`config.mk`:
```
export PLATFORM = sky130hd
export DESIGN_NAME = cst_top
export DESIGN_NICKNAME = d
export VERILOG_FILES = /design/src/design/cst_top.v /design/src/design/cst_sync.v /design/src/design/cst_tx.v
export VERILOG_INCLUDE_DIRS = /design/src /design/src/design
export SDC_FILE = /design/constraint.sdc
export NUM_CORES = 1
export LEC_CHECK = 0
export ABC_AREA = 1
export BUFFER_PORTS_ARGS = -buffer_cell sky130_fd_sc_hd__buf_2
export CELL_PAD_IN_SITES_DETAIL_PLACEMENT = 1
export CELL_PAD_IN_SITES_GLOBAL_PLACEMENT = 2
export CORE_ASPECT_RATIO = 1.4
export CORE_MARGIN = 2
export CORE_UTILIZATION = 35
export CTS_BUF_LIST = sky130_fd_sc_hd__clkbuf_16
export CTS_CLUSTER_DIAMETER = 50
export DETAILED_ROUTE_END_ITERATION = 10
export HOLD_SLACK_MARGIN = 0.1
export PLACE_DENSITY = 0.83
export SLEW_MARGIN = 15
export SYNTH_ARGS = -nofsm -noshare
export SYNTH_HDL_FRONTEND = slang
export SYNTH_SLANG_ARGS = --single-unit
```
`constraint.sdc`:
```
create_clock -name aclk -period 3 [get_ports aclk]
set_clock_uncertainty 0.15 [all_clocks]
set_input_delay 0.3 -clock aclk [delete_from_list [all_inputs] [get_ports aclk]]
set_output_delay 0.3 -clock aclk [all_outputs]
set_load 0.02 [all_outputs]
```
`src/design/cst_map.vh`:
```
// Purpose: Register offsets, field positions and reset values of the
//          cascade single-wire transceiver.
// Assumes: Byte addresses on a 32-bit AXI4-Lite slave, one word each.
// Notes:   Definitions only; included by bare name.
`ifndef CST_MAP_VH
`define CST_MAP_VH

// Register byte offsets.
`define CST_OFF_CTRL      8'h00
`define CST_OFF_STAT      8'h04
`define CST_OFF_WORD      8'h08
`define CST_OFF_THRESH    8'h0C
`define CST_OFF_BITTIME   8'h10
`define CST_OFF_RSTTIME   8'h14
`define CST_OFF_GROUP     8'h18
`define CST_OFF_CLKDIV    8'h1C
`define CST_OFF_DATA      8'h40
`define CST_DATA_BYTES    48
`define CST_DATA_BASE_IDX 6'h10

// Control register fields.
`define CST_CTRL_EN       0
`define CST_CTRL_DIR      1
`define CST_CTRL_BYPASS   2
`define CST_CTRL_TRIG     3
`define CST_CTRL_RXEN     4

// Receive word register fields.
`define CST_WORD_FULL     4
`define CST_WORD_IRQEN    0

// Reset values.
`define CST_RST_THRESH    8'h07
`define CST_RST_BITTIME   8'h20
`define CST_RST_RSTTIME   8'h80
`define CST_RST_GROUP     4'h3
`define CST_RST_CLKDIV    8'h03

// Bus answers and framing.
`define CST_RESP_OKAY     2'b00
`define CST_RESP_SLVERR   2'b10
`define CST_WORD_BITS     5'h17
`define CST_BITS_PER_N    9'h018
`define CST_TX_BITS       5'h18

`endif

```
`src/design/cst_top.v`:
```
// Purpose: Cascade single-wire transceiver with an AXI4-Lite register port.
// Assumes: serial_in_line is asynchronous; aclk runs at 250 MHz.
// Notes:   Cascade clock is aclk divided by the divider register plus one.
//
// Implementation choices: the register offsets and the AXI4-Lite register port.
`default_nettype none
`include "cst_map.vh"

module cst_top (
  input  wire        aclk,
  input  wire        aresetn,
  input  wire [7:0]  awaddr,
  input  wire        awvalid,
  output wire        awready,
  input  wire [31:0] wdata,
  input  wire [3:0]  wstrb,
  input  wire        wvalid,
  output wire        wready,
  output wire [1:0]  bresp,
  output wire        bvalid,
  input  wire        bready,
  input  wire [7:0]  araddr,
  input  wire        arvalid,
  output wire        arready,
  output wire [31:0] rdata,
  output wire [1:0]  rresp,
  output wire        rvalid,
  input  wire        rready,
  input  wire        serial_in_line,
  output wire        serial_out_line,
  output wire        word_full_irq,
  output wire        cascade_interrupt
);
  // Register kinds returned by the address decoder.
  localparam [3:0] K_CTRL = 4'h0, K_STAT = 4'h1, K_WORD = 4'h2,
                   K_THR  = 4'h3, K_BT   = 4'h4, K_RT   = 4'h5,
                   K_GRP  = 4'h6, K_DIV  = 4'h7, K_DATA = 4'h8,
                   K_NONE = 4'hF;
  // Receive sequencer states, one-hot.
  localparam [2:0] S_IDLE = 3'b001, S_HIGH = 3'b010, S_LOW = 3'b100;

  // Maps a byte address to a register kind; used by reads and writes.
  function [3:0] cst_kind;
    input [7:0] a;
    begin
      if (a[1:0] != 2'b00) begin
        cst_kind = K_NONE;
      end else if (a >= `CST_OFF_DATA) begin
        cst_kind = K_DATA;
      end else begin
        case (a)
          `CST_OFF_CTRL:    cst_kind = K_CTRL;
          `CST_OFF_STAT:    cst_kind = K_STAT;
          `CST_OFF_WORD:    cst_kind = K_WORD;
          `CST_OFF_THRESH:  cst_kind = K_THR;
          `CST_OFF_BITTIME: cst_kind = K_BT;
          `CST_OFF_RSTTIME: cst_kind = K_RT;
          `CST_OFF_GROUP:   cst_kind = K_GRP;
          `CST_OFF_CLKDIV:  cst_kind = K_DIV;
          default:          cst_kind = K_NONE;
        endcase
      end
    end
  endfunction

  // Bus slave state.
  reg        aw_have_r;   // Write address held.
  reg        w_have_r;    // Write data held.
  reg [7:0]  aw_addr_r;   // Held write address.
  reg [7:0]  w_byte_r;    // Held low data byte.
  reg        w_lane_r;    // Low byte lane was enabled.
  reg        bvalid_r;    // Write answer pending.
  reg [1:0]  bresp_r;     // Write answer code.
  reg        rvalid_r;    // Read answer pending.
  reg [1:0]  rresp_r;     // Read answer code.
  reg [31:0] rdata_r;     // Read answer data.

  // Software-visible registers.
  reg        en_r;        // transceiver_enable.
  reg        dir_r;       // direction_select, one selects transmit.
  reg        bypass_r;    // bypass_enable.
  reg        trig_r;      // transmit_trigger.
  reg        rxen_r;      // receive_enable.
  reg        lres_r;      // line_reset_flag.
  reg        wfull_r;     // word_full_flag.
  reg        gfull_r;     // group_full_flag.
  reg        btout_r;     // bit_timeout_flag.
  reg        empty_r;     // transmit_empty_flag.
  reg [3:0]  ien_r;       // Enables for timeout, reset, empty, group.
  reg        wien_r;      // word_full_irq_enable.
  reg [7:0]  thr_r;       // high_count_threshold.
  reg [7:0]  bt_r;        // bit_time_counter reload value.
  reg [7:0]  rt_r;        // reset_time_counter reload value.
  reg [3:0]  grp_r;       // group_count_select.
  reg [7:0]  div_r;       // aclk cycles per cascade clock, minus one.
  reg [7:0]  mem [0:`CST_DATA_BYTES-1]; // data_byte_0 upward.

  // Timing and receive state.
  reg [7:0]  dcnt_r;      // Cascade clock divider.
  reg [3:0]  c16_r;       // Divide-by-16 prescaler.
  reg [7:0]  reset_time_counter_r;      // Live reset-time down-counter.
  reg        fired_r;     // Line reset already reported for this idle.
  reg [2:0]  st_r;        // Receive sequencer state.
  reg [7:0]  hcnt_r;      // High-level tick count.
  reg [7:0]  btim_r;      // Live bit-time down-counter.
  reg [8:0]  bidx_r;      // Bit index within the 24xN group.
  reg [4:0]  wcnt_r;      // Bit index within the current 24-bit word.
  reg        sout_r;      // Registered serial output.
  reg        wirq_r;      // Registered word interrupt.
  reg        cirq_r;      // Registered cascade interrupt.

  wire       in_lvl;
  wire       in_rise;
  wire       in_fall;
  wire       tx_line;
  wire       tx_done;
  wire       tx_busy;
  integer    i;

  // Input synchroniser feeding the decoder and the bypass path.
  cst_sync u_sync (
    .aclk    (aclk),
    .aresetn (aresetn),
    .pin     (serial_in_line),
    .level   (in_lvl),
    .rise    (in_rise),
    .fall    (in_fall)
  );

  wire tick   = (dcnt_r >= div_r);   // Never stalls when div shrinks.
  wire tick16 = tick & (c16_r == 4'hF);
  wire rx_on  = en_r & ~dir_r;
  wire tx_on  = en_r & dir_r;
  wire lr_ev  = rx_on & (reset_time_counter_r == 8'h00) & ~fired_r;
  wire [8:0] total = ({5'h00, grp_r} + 9'h001) * `CST_BITS_PER_N;
  wire is_last = (bidx_r == total - 9'h001);
  wire rx_go = rx_on & rxen_r & ~btout_r;
  wire bt_exp = tick & (btim_r <= 8'h01);

  // A pulse decodes to one at threshold plus one or more ticks.
  wire [8:0] hc9 = {1'b0, hcnt_r};
  wire       hi_bit = (hc9 >= {1'b0, thr_r} + 9'h001);

  // Receive events, one-cycle pulses decoded from the sequencer state.
  // Kept combinational so that every clocked process sees one cycle.
  wire seq_run    = rx_go & ~lr_ev;
  wire in_high    = seq_run & (st_r == S_HIGH);
  wire bit_ev     = in_high & in_fall;
  wire bit_val    = hi_bit;
  wire word_ev    = bit_ev & (wcnt_r == `CST_WORD_BITS);
  wire grp_ev     = bit_ev & is_last;
  wire to_ev      = bt_exp & ((in_high & ~in_fall) |
                    (seq_run & (st_r == S_LOW) & ~in_rise));
  wire last_to_ev = to_ev & in_high & is_last;

  // Bus handshakes; one write and one read outstanding at most.
  wire wr_go = aw_have_r & w_have_r & ~bvalid_r;
  wire ar_go = arvalid & ~rvalid_r;
  wire [3:0] wk = cst_kind(aw_addr_r);
  wire [3:0] rk = cst_kind(araddr);
  wire [5:0] widx = aw_addr_r[7:2] - `CST_DATA_BASE_IDX;
  wire [5:0] ridx = araddr[7:2] - `CST_DATA_BASE_IDX;
  wire wr_ok = wr_go & w_lane_r;
  wire trig_wr = wr_ok & (wk == K_CTRL) & w_byte_r[`CST_CTRL_TRIG];

  assign awready = ~aw_have_r & ~bvalid_r;
  assign wready  = ~w_have_r & ~bvalid_r;
  assign bvalid  = bvalid_r;
  assign bresp   = bresp_r;
  assign arready = ~rvalid_r;
  assign rvalid  = rvalid_r;
  assign rresp   = rresp_r;
  assign rdata   = rdata_r;
  assign serial_out_line   = sout_r;
  assign word_full_irq     = wirq_r;
  assign cascade_interrupt = cirq_r;

  // Transmit encoder; the first data byte leaves first.
  cst_tx u_tx (
    .aclk    (aclk),
    .aresetn (aresetn),
    .tick    (tick),
    .start   (trig_wr & tx_on),
    .thresh  (thr_r),
    .data    ({mem[0], mem[1], mem[2]}),
    .line    (tx_line),
    .busy    (tx_busy),
    .done    (tx_done)
  );

  // Write channel capture and answer; address and data in either order.
  always @(posedge aclk) begin
    if (!aresetn) begin
      aw_have_r <= 1'b0;
      w_have_r  <= 1'b0;
      aw_addr_r <= 8'h00;
      w_byte_r  <= 8'h00;
      w_lane_r  <= 1'b0;
      bvalid_r  <= 1'b0;
      bresp_r   <= `CST_RESP_OKAY;
    end else begin
      if (awvalid && awready) begin
        aw_have_r <= 1'b1;
        aw_addr_r <= awaddr;
      end
      if (wvalid && wready) begin
        w_have_r <= 1'b1;
        w_byte_r <= wdata[7:0];
        w_lane_r <= wstrb[0];
      end
      if (wr_go) begin
        aw_have_r <= 1'b0;
        w_have_r  <= 1'b0;
        bvalid_r  <= 1'b1;
        // Unmapped words answer with a slave error and change nothing.
        bresp_r   <= (wk == K_NONE) ? `CST_RESP_SLVERR : `CST_RESP_OKAY;
      end else if (bvalid_r && bready) begin
        bvalid_r <= 1'b0;
      end
    end
  end

  // Read channel; data are taken on the same edge as the address.
  always @(posedge aclk) begin
    if (!aresetn) begin
      rvalid_r <= 1'b0;
      rresp_r  <= `CST_RESP_OKAY;
      rdata_r  <= 32'h0000_0000;
    end else if (ar_go) begin
      rvalid_r <= 1'b1;
      rresp_r  <= (rk == K_NONE) ? `CST_RESP_SLVERR : `CST_RESP_OKAY;
      case (rk)
        K_CTRL:  rdata_r <= {27'h000_0000, rxen_r, trig_r, bypass_r,
                             dir_r, en_r};
        K_STAT:  rdata_r <= {24'h00_0000, btout_r, lres_r, empty_r,
                             gfull_r, ien_r};
        K_WORD:  rdata_r <= {27'h000_0000, wfull_r, 3'b000, wien_r};
        K_THR:   rdata_r <= {24'h00_0000, thr_r};
        K_BT:    rdata_r <= {24'h00_0000, bt_r};
        K_RT:    rdata_r <= {24'h00_0000, reset_time_counter_r};
        K_GRP:   rdata_r <= {28'h000_0000, grp_r};
        K_DIV:   rdata_r <= {24'h00_0000, div_r};
        K_DATA:  rdata_r <= {24'h00_0000, mem[ridx]};
        default: rdata_r <= 32'h0000_0000;
      endcase
    end else if (rvalid_r && rready) begin
      rvalid_r <= 1'b0;
    end
  end

  // Cascade clock tick and its divide-by-16 companion.
  always @(posedge aclk) begin
    if (!aresetn) begin
      dcnt_r <= 8'h00;
      c16_r  <= 4'h0;
    end else begin
      dcnt_r <= tick ? 8'h00 : dcnt_r + 8'h01;
      if (tick) begin
        c16_r <= c16_r + 4'h1;
      end
    end
  end

  // Reset-time counter: reloads on any line edge, counts in rx mode.
  always @(posedge aclk) begin
    if (!aresetn || !rx_on || in_rise || in_fall) begin
      reset_time_counter_r  <= aresetn ? rt_r : `CST_RST_RSTTIME;
      fired_r <= 1'b0;
    end else begin
      if (tick16 && reset_time_counter_r != 8'h00) begin
        reset_time_counter_r <= reset_time_counter_r - 8'h01;
      end
      if (lr_ev) begin
        fired_r <= 1'b1;
      end
    end
  end

  // Receive sequencer: measures each high pulse and watches bit time.
  // Its events are decoded above from the same state and inputs.
  always @(posedge aclk) begin
    if (!aresetn || lr_ev || !rx_go) begin
      st_r   <= S_IDLE;
      hcnt_r <= 8'h00;
      btim_r <= 8'h00;
      if (!aresetn || lr_ev) begin
        bidx_r <= 9'h000;
        wcnt_r <= 5'h00;
      end
    end else begin
      case (st_r)
        S_IDLE: begin
          if (in_rise) begin
            st_r   <= S_HIGH;
            hcnt_r <= 8'h00;
            btim_r <= bt_r;
          end
        end
        S_HIGH: begin
          if (tick) begin
            if (hcnt_r != 8'hFF) begin
              hcnt_r <= hcnt_r + 8'h01;
            end
            btim_r <= btim_r - 8'h01;
          end
          if (in_fall) begin
            // A full word restarts the in-word bit count.
            wcnt_r <= word_ev ? 5'h00 : wcnt_r + 5'h01;
            if (is_last) begin
              bidx_r <= 9'h000;
              st_r   <= S_IDLE;
            end else begin
              bidx_r <= bidx_r + 9'h001;
              st_r   <= S_LOW;
            end
          end else if (bt_exp) begin
            st_r <= S_IDLE;
          end
        end
        S_LOW: begin
          if (in_rise) begin
            st_r   <= S_HIGH;
            hcnt_r <= 8'h00;
            btim_r <= bt_r;
          end else if (bt_exp) begin
            st_r <= S_IDLE;
          end else if (tick) begin
            btim_r <= btim_r - 8'h01;
          end
        end
        default: st_r <= S_IDLE;
      endcase
    end
  end

  // Data bytes: software writes, received bits shift in MSB first.
  always @(posedge aclk) begin
    if (!aresetn) begin
      for (i = 0; i < `CST_DATA_BYTES; i = i + 1) begin
        mem[i] <= 8'h00;
      end
    end else if (bit_ev) begin
      mem[bidx_r[8:3]] <= {mem[bidx_r[8:3]][6:0], bit_val};
    end else if (wr_ok && wk == K_DATA) begin
      mem[widx] <= w_byte_r;
    end
  end

  // Configuration registers; only the low byte lane carries them.
  always @(posedge aclk) begin
    if (!aresetn) begin
      thr_r <= `CST_RST_THRESH;
      bt_r  <= `CST_RST_BITTIME;
      rt_r  <= `CST_RST_RSTTIME;
      grp_r <= `CST_RST_GROUP;
      div_r <= `CST_RST_CLKDIV;
      ien_r <= 4'h0;
      wien_r <= 1'b0;
    end else if (wr_ok) begin
      case (wk)
        K_THR:   thr_r  <= w_byte_r;
        K_BT:    bt_r   <= w_byte_r;
        K_RT:    rt_r   <= w_byte_r;
        K_GRP:   grp_r  <= w_byte_r[3:0];
        K_DIV:   div_r  <= w_byte_r;
        K_STAT:  ien_r  <= w_byte_r[3:0];
        K_WORD:  wien_r <= w_byte_r[`CST_WORD_IRQEN];
        default: ;
      endcase
    end
  end

  // Control and flags; hardware events are applied after software so
  // that a hardware event always wins over a software write in the same cycle.
  always @(posedge aclk) begin
    if (!aresetn) begin
      en_r    <= 1'b0;
      dir_r   <= 1'b0;
      bypass_r <= 1'b0;
      trig_r  <= 1'b0;
      rxen_r  <= 1'b0;
      lres_r  <= 1'b0;
      wfull_r <= 1'b0;
      gfull_r <= 1'b0;
      btout_r <= 1'b0;
      empty_r <= 1'b0;
    end else begin
      if (wr_ok && wk == K_CTRL) begin
        en_r     <= w_byte_r[`CST_CTRL_EN];
        dir_r    <= w_byte_r[`CST_CTRL_DIR];
        bypass_r <= w_byte_r[`CST_CTRL_BYPASS];
      end
      if (trig_wr && tx_on && !tx_busy) begin
        trig_r  <= 1'b1;
        empty_r <= 1'b0;
      end
      if (wr_ok && wk == K_WORD && !w_byte_r[`CST_WORD_FULL]) begin
        wfull_r <= 1'b0;
      end
      if (tx_done) begin
        empty_r <= 1'b1;
        trig_r  <= 1'b0;
      end
      if (in_rise) begin
        lres_r <= 1'b0;
      end
      if (word_ev) begin
        wfull_r <= 1'b1;
      end
      if (grp_ev) begin
        wfull_r  <= 1'b1;
        gfull_r  <= 1'b1;
        btout_r  <= 1'b0;
        bypass_r <= 1'b1;
        rxen_r   <= 1'b0;
      end
      if (to_ev) begin
        btout_r <= 1'b1;
      end
      if (last_to_ev) begin
        wfull_r <= 1'b0;
        gfull_r <= 1'b0;
      end
      if (lr_ev) begin
        lres_r   <= 1'b1;
        rxen_r   <= 1'b1;
        wfull_r  <= 1'b0;
        gfull_r  <= 1'b0;
        btout_r  <= 1'b0;
        bypass_r <= 1'b0;
      end
    end
  end

  // Output drive and interrupt lines, all registered.
  always @(posedge aclk) begin
    if (!aresetn) begin
      sout_r <= 1'b0;
      wirq_r <= 1'b0;
      cirq_r <= 1'b0;
    end else begin
      if (tx_on) begin
        sout_r <= tx_line;
      end else begin
        sout_r <= en_r & bypass_r & ~lres_r & in_lvl;
      end
      wirq_r <= wfull_r & wien_r;
      cirq_r <= |({btout_r, lres_r, empty_r, gfull_r} & ien_r);
    end
  end
endmodule

`default_nettype wire

```
`src/design/cst_sync.v`:
```
// Purpose: Three-stage synchroniser with agreement filter and edge pulses.
// Assumes: The pin is asynchronous to aclk.
// Notes:   A change is accepted once stages two and three agree.
`default_nettype none

module cst_sync (
  input  wire aclk,
  input  wire aresetn,
  input  wire pin,
  output wire level,
  output wire rise,
  output wire fall
);
  reg s1_r;     // First stage, read only by the second stage.
  reg s2_r;     // Second stage.
  reg s3_r;     // Third stage.
  reg lvl_r;    // Accepted line level.

  // Accepting only agreed values keeps a single metastable sample out.
  wire agree = (s2_r == s3_r);

  assign level = lvl_r;
  assign rise  = agree & s3_r & ~lvl_r;
  assign fall  = agree & ~s3_r & lvl_r;

  // Shift chain and filtered level; idle line is taken as low.
  always @(posedge aclk) begin
    if (!aresetn) begin
      s1_r  <= 1'b0;
      s2_r  <= 1'b0;
      s3_r  <= 1'b0;
      lvl_r <= 1'b0;
    end else begin
      s1_r <= pin;
      s2_r <= s1_r;
      s3_r <= s2_r;
      if (agree) begin
        lvl_r <= s3_r;
      end
    end
  end
endmodule

`default_nettype wire

```
`src/design/cst_tx.v`:
```
// Purpose: Pulse-width encoder that shifts out one 24-bit group.
// Assumes: tick is one aclk cycle wide, once per cascade clock period.
// Notes:   A one is high thresh+2 ticks, a zero thresh-2 (at least 1).
`default_nettype none
`include "cst_map.vh"

module cst_tx (
  input  wire        aclk,
  input  wire        aresetn,
  input  wire        tick,
  input  wire        start,
  input  wire [7:0]  thresh,
  input  wire [23:0] data,
  output wire        line,
  output wire        busy,
  output wire        done
);
  reg [23:0] sh_r;    // Bits still to send, next one at the top.
  reg [4:0]  left_r;  // Bits remaining in the group.
  reg [8:0]  bit_time_counter_r;  // Tick position within the current bit.
  reg        act_r;   // Group in progress.
  reg        line_r;  // Registered line drive.
  reg        done_r;  // One-cycle end-of-group pulse.

  // High lengths chosen so the receiver lands clear of its dead band.
  wire [8:0] th9    = {1'b0, thresh};
  wire [8:0] hi_one = th9 + 9'h002;
  wire [8:0] hi_zer = (thresh > 8'h02) ? (th9 - 9'h002) : 9'h001;
  wire [8:0] period = {th9[7:0], 1'b0} + 9'h004;
  wire [8:0] hi_len = sh_r[23] ? hi_one : hi_zer;

  assign line = line_r;
  assign busy = act_r;
  assign done = done_r;

  // Bit-period sequencer, first byte and most significant bit first.
  always @(posedge aclk) begin
    if (!aresetn) begin
      sh_r   <= 24'h00_0000;
      left_r <= 5'h00;
      bit_time_counter_r <= 9'h000;
      act_r  <= 1'b0;
      line_r <= 1'b0;
      done_r <= 1'b0;
    end else begin
      done_r <= 1'b0;
      if (start && !act_r) begin
        sh_r   <= data;
        left_r <= `CST_TX_BITS;
        bit_time_counter_r <= 9'h000;
        act_r  <= 1'b1;
      end else if (act_r && tick) begin
        line_r <= (bit_time_counter_r < hi_len);
        if (bit_time_counter_r >= period - 9'h001) begin
          bit_time_counter_r <= 9'h000;
          sh_r   <= {sh_r[22:0], 1'b0};
          left_r <= left_r - 5'h01;
          if (left_r == 5'h01) begin
            act_r  <= 1'b0;
            line_r <= 1'b0;
            done_r <= 1'b1;
          end
        end else begin
          bit_time_counter_r <= bit_time_counter_r + 9'h001;
        end
      end
    end
  end
endmodule

`default_nettype wire

```
==> key figures <==
Die
  • Die area: 109000 um^2
  • Rows: 141
  • Die Height: 390 um
  • Boundary Pins: ~100
  • Total core area: 105000 um^2
  • Starting Density: 0.352
  • Die Width: 279 um

GRT
  • First-pass GRT wire length: about 230000 um
  • Vias in the first global route: 36662
  • Global route overflow: 0
  • Largest net degree at the start of global routing: 127
  • Initial antenna violation count: 0
  • Gr usage total: 0.281

Synthesis
  • Yosys reg bits: about 710
  • Synth warnings: 0
  • Distinct cells, synth: 48
  • Cells after synthesis: 4490
  • Post-Syn Area: 37200 um^2
  • Sequential share of the synthesized area: 0.524
  • Avg Inst Size Synth: 8.28 um^2

Layout
  • Sequential Area: 19500 um^2
  • Ant. Diodes: 0
  • Commonest non-fill, non-tap cells in the layout: 682 x nor2_1, 543 x nand2_1, 534 x edfxtp_1
  • Synthesis-to-layout area growth: 30.4%
  • Final #Nets: 5017
  • Fill count: 12222
  • Final std cells w/o fill: 6328
  • Multi-input logic area: 16400 um^2
  • Most common library cell in the layout ignoring fill and taps: nor2_1
  • Share of layout cells above drive strength 1: 0.202

Clocking
  • Max Buffers Root-to-Sink: 3
  • Total clock sinks: between 700 and 800
  • Clock transition at path regs: 0.07 ns
  • Clock latency on the worst-skew pair: 0.70 ns
  • Num CTS Buffers: 84
  • H-tree depth reported by CTS: 3
  • TritonCTS clock tree: yes
  • CTS Root Cell: clkbuf_16

STA
  • Period utilization: 1.04
  • Final Hold Viols: 0
  • Hold WS: 0.141 ns
  • Slew margin rel.: 0.353
  • Tightest Pin Transition: 0.970 ns
  • RSZ-0062 raised after global routing: true
  • Maximum clock rate: 319 MHz
  • Minimum clock period: roughly 3.1 ns
  • Setup_tns: -13.78 ns
  • # setup viols final: roughly 300
  • Pins over their slew limit: 0
  • Setup WS post-layout: -0.131 ns

Place
  • Post-Place Cells: 6077
  • Gpl congestion: 0.973
  • Port Buffer Count: 50
  • DPL Wire Length: around 110000 um

Routing
  • WL final: between 150000 and 200000 um
  • Vias post-DR: between 30000 and 40000
  • Post-DRT Antenna Nets: 0
  • DRC Markers: 0
  • Vias per cell: around 5.7
  • DR iter-0 viols: 3111
  • DRT Pass-1 Iters: 6
  • WL per Instance: about 25 um

Setup path
  • CP startpoint kind: flip-flop
  • CP Class: reg2reg
  • CP cell instances: inv_8, bufbuf_16, a21oi_1, a21oi_1, o21ai_0, nand3_1, nand3_1, nand2_1, o21ai_4, buf_12, inv_1, buf_12
  • CP bufs+invs: 5
  • CP Data Required Time: around 3.3 ns
  • CP top delay family: buffers and inverters
  • Critical Path AT: 3.42 ns
  • Crit-path slowest cell: dfxtp_4
  • CP endpoint kind: flip-flop
  • Critical Path Fanout Max: 20
  • Slowest stage delay, CP: 0.52 ns

Power
  • PD cells: 513 nW/um^2
  • Leak: 19.3 nW
  • Max VDD drop: 0.000403 V

Status
  • Run status: finished with violations
  • Failing checks: negative setup slack

Flow run
  • Total of max-cap violations: 0

Min path
  • Hold WC Path Type: in2reg
-- power breakdown --
group	total [mW]	internal [mW]	switching, mW
Sequential	10.9	10.8	0.185
Combinational	3.44	1.21	2.22
Clock	10.5	5.94	4.55
-- cell usage after synthesis (all sizes together) --
library cell | instances | area share
a311oi | 8 | 0.0019
o21ai | 556 | 0.075
a21oi | 387 | 0.052
o22ai | 26 | 0.0044
xor2 | 26 | 0.0061
a41oi | 1 | 0.00024
buf | 69 | 0.010
nand3b | 1 | 0.00020
nor3 | 55 | 0.0083
or3 | 1 | 0.00017
nand4 | 25 | 0.0042
nand2 | 653 | 0.069
clkinv | 10 | 0.0010
nor4 | 5 | 0.00084
o221ai | 12 | 0.0028
conb | 1 | 0.00010
o2111ai | 2 | 0.00047
edfxtp | 534 | 0.43
o21a | 6 | 0.0012
nor3b | 8 | 0.0016
ha | 56 | 0.019
a31oi | 7 | 0.0012
dfxtp | 172 | 0.093
o41ai | 1 | 0.00024
o211ai | 70 | 0.014
o32ai | 1 | 0.00024
o31ai | 1 | 0.00020
nor2 | 715 | 0.073
a21boi | 1 | 0.00020
or2 | 8 | 0.0013
xnor2 | 6 | 0.0014
a211oi | 17 | 0.0034
mux2 | 1 | 0.00030
and3 | 1 | 0.00017
clkbuf | 246 | 0.025
nand3 | 465 | 0.063
o21bai | 1 | 0.00020
o31a | 1 | 0.00024
inv | 334 | 0.034
-- worst register-to-register path, delay by kind of cell, from the launching register on --
kind | cells | cell delay, ns
AND/OR/NAND/NOR | 3 | 0.59
flip-flops | 1 | 0.52
AO/OA/AOI/OAI | 4 | 0.67
buffers and inverters | 5 | 0.94
-- through the flow --
step | area [um^2] | worst slack (ns) | total power [mW] | util
after detailed placement | 42900 | -0.319 | 14.1 | 0.407
after floorplan | 37300 | -0.114 | 12.5 | -
after CTS | 46900 | 0.000796 | 24.7 | 0.445
final | 48500 | -0.131 | 24.9 | 0.460
after global placement | 42900 | -0.233 | 14.1 | 0.407
after global routing | 48500 | -0.186 | 25.5 | 0.460
-- cell families after synthesis --
group	Yosys count	synth area share
other	1	0.000101
xor gates and xnor gates	32	0.00754
muxes	1	0.000303
buffers and inverters	659	0.0699
and+or+nand+nor	1937	0.221
DFF	706	0.524
adders and majority gates	56	0.0188
AOI/OAI and AO/OA	1098	0.158
-- path summary, 6_finish.rpt --
path / startpoint / endpoint / slack [ns] / depth (start not counted)
hold reg to reg: u_tx.done / trig_r / 0.27 / 1
setup reg to reg: flip-flop / mem[51][1] / -0.13 / 12
setup / recovery: flip-flop / mem[51][1] / -0.13 / 12
hold / removal: awvalid / aw_addr_r[3] / 0.14 / 4
-- metal layers --
| metal | vias up | wire length [um] | global-route usage | share of wire |
|---|---|---|---|---|
| met5 | - | 0 | 0 | 0 |
| li1 | 16258 | - | - | - |
| met2 | 1362 | 80000 | 0.496 | 0.50 |
| met3 | 480 | 9330 | 0.0354 | 0.058 |
| met4 | 0 | 13400 | 0.188 | 0.083 |
| met1 | 17782 | 58700 | 0.318 | 0.36 |
-- registers in the layout, summed over array words and instances, names as in the netlist, 4 cells and up, named ones only --
register and count:
reset_time_counter_r 8, bidx_r 9, u_tx.sh_r 24, thr_r 8, rt_r 8, wcnt_r 5
u_tx.bit_time_counter_r 9, btim_r 8, ien_r 4, rdata 8, c16_r 4, aw_addr_r 8
bt_r 8, u_tx.left_r 5, dcnt_r 8, div_r 8, w_byte_r 8, grp_r 4
hcnt_r 8, mem 512
-- cell type report --
type                    instances  area share
flip-flops and latches        706       0.402
repair inverters                3    0.000800
clock buffers                  88      0.0454
repair buffers                612       0.137
clock inverters                67      0.0125
inverters                     344      0.0284
multi-input cells            3150       0.338
well taps                    1358      0.0350
-- what timing repair did --
action	4_1_cts	5_1_grt
hold endpoints to repair	34	0
pin swaps	25	60
setup buffers	21	27
hold buffers	32	0
gates resized for setup	93	298
setup endpoints to repair	1028	1061
gates cloned	11	13
(Power assumes the default switching activity.)
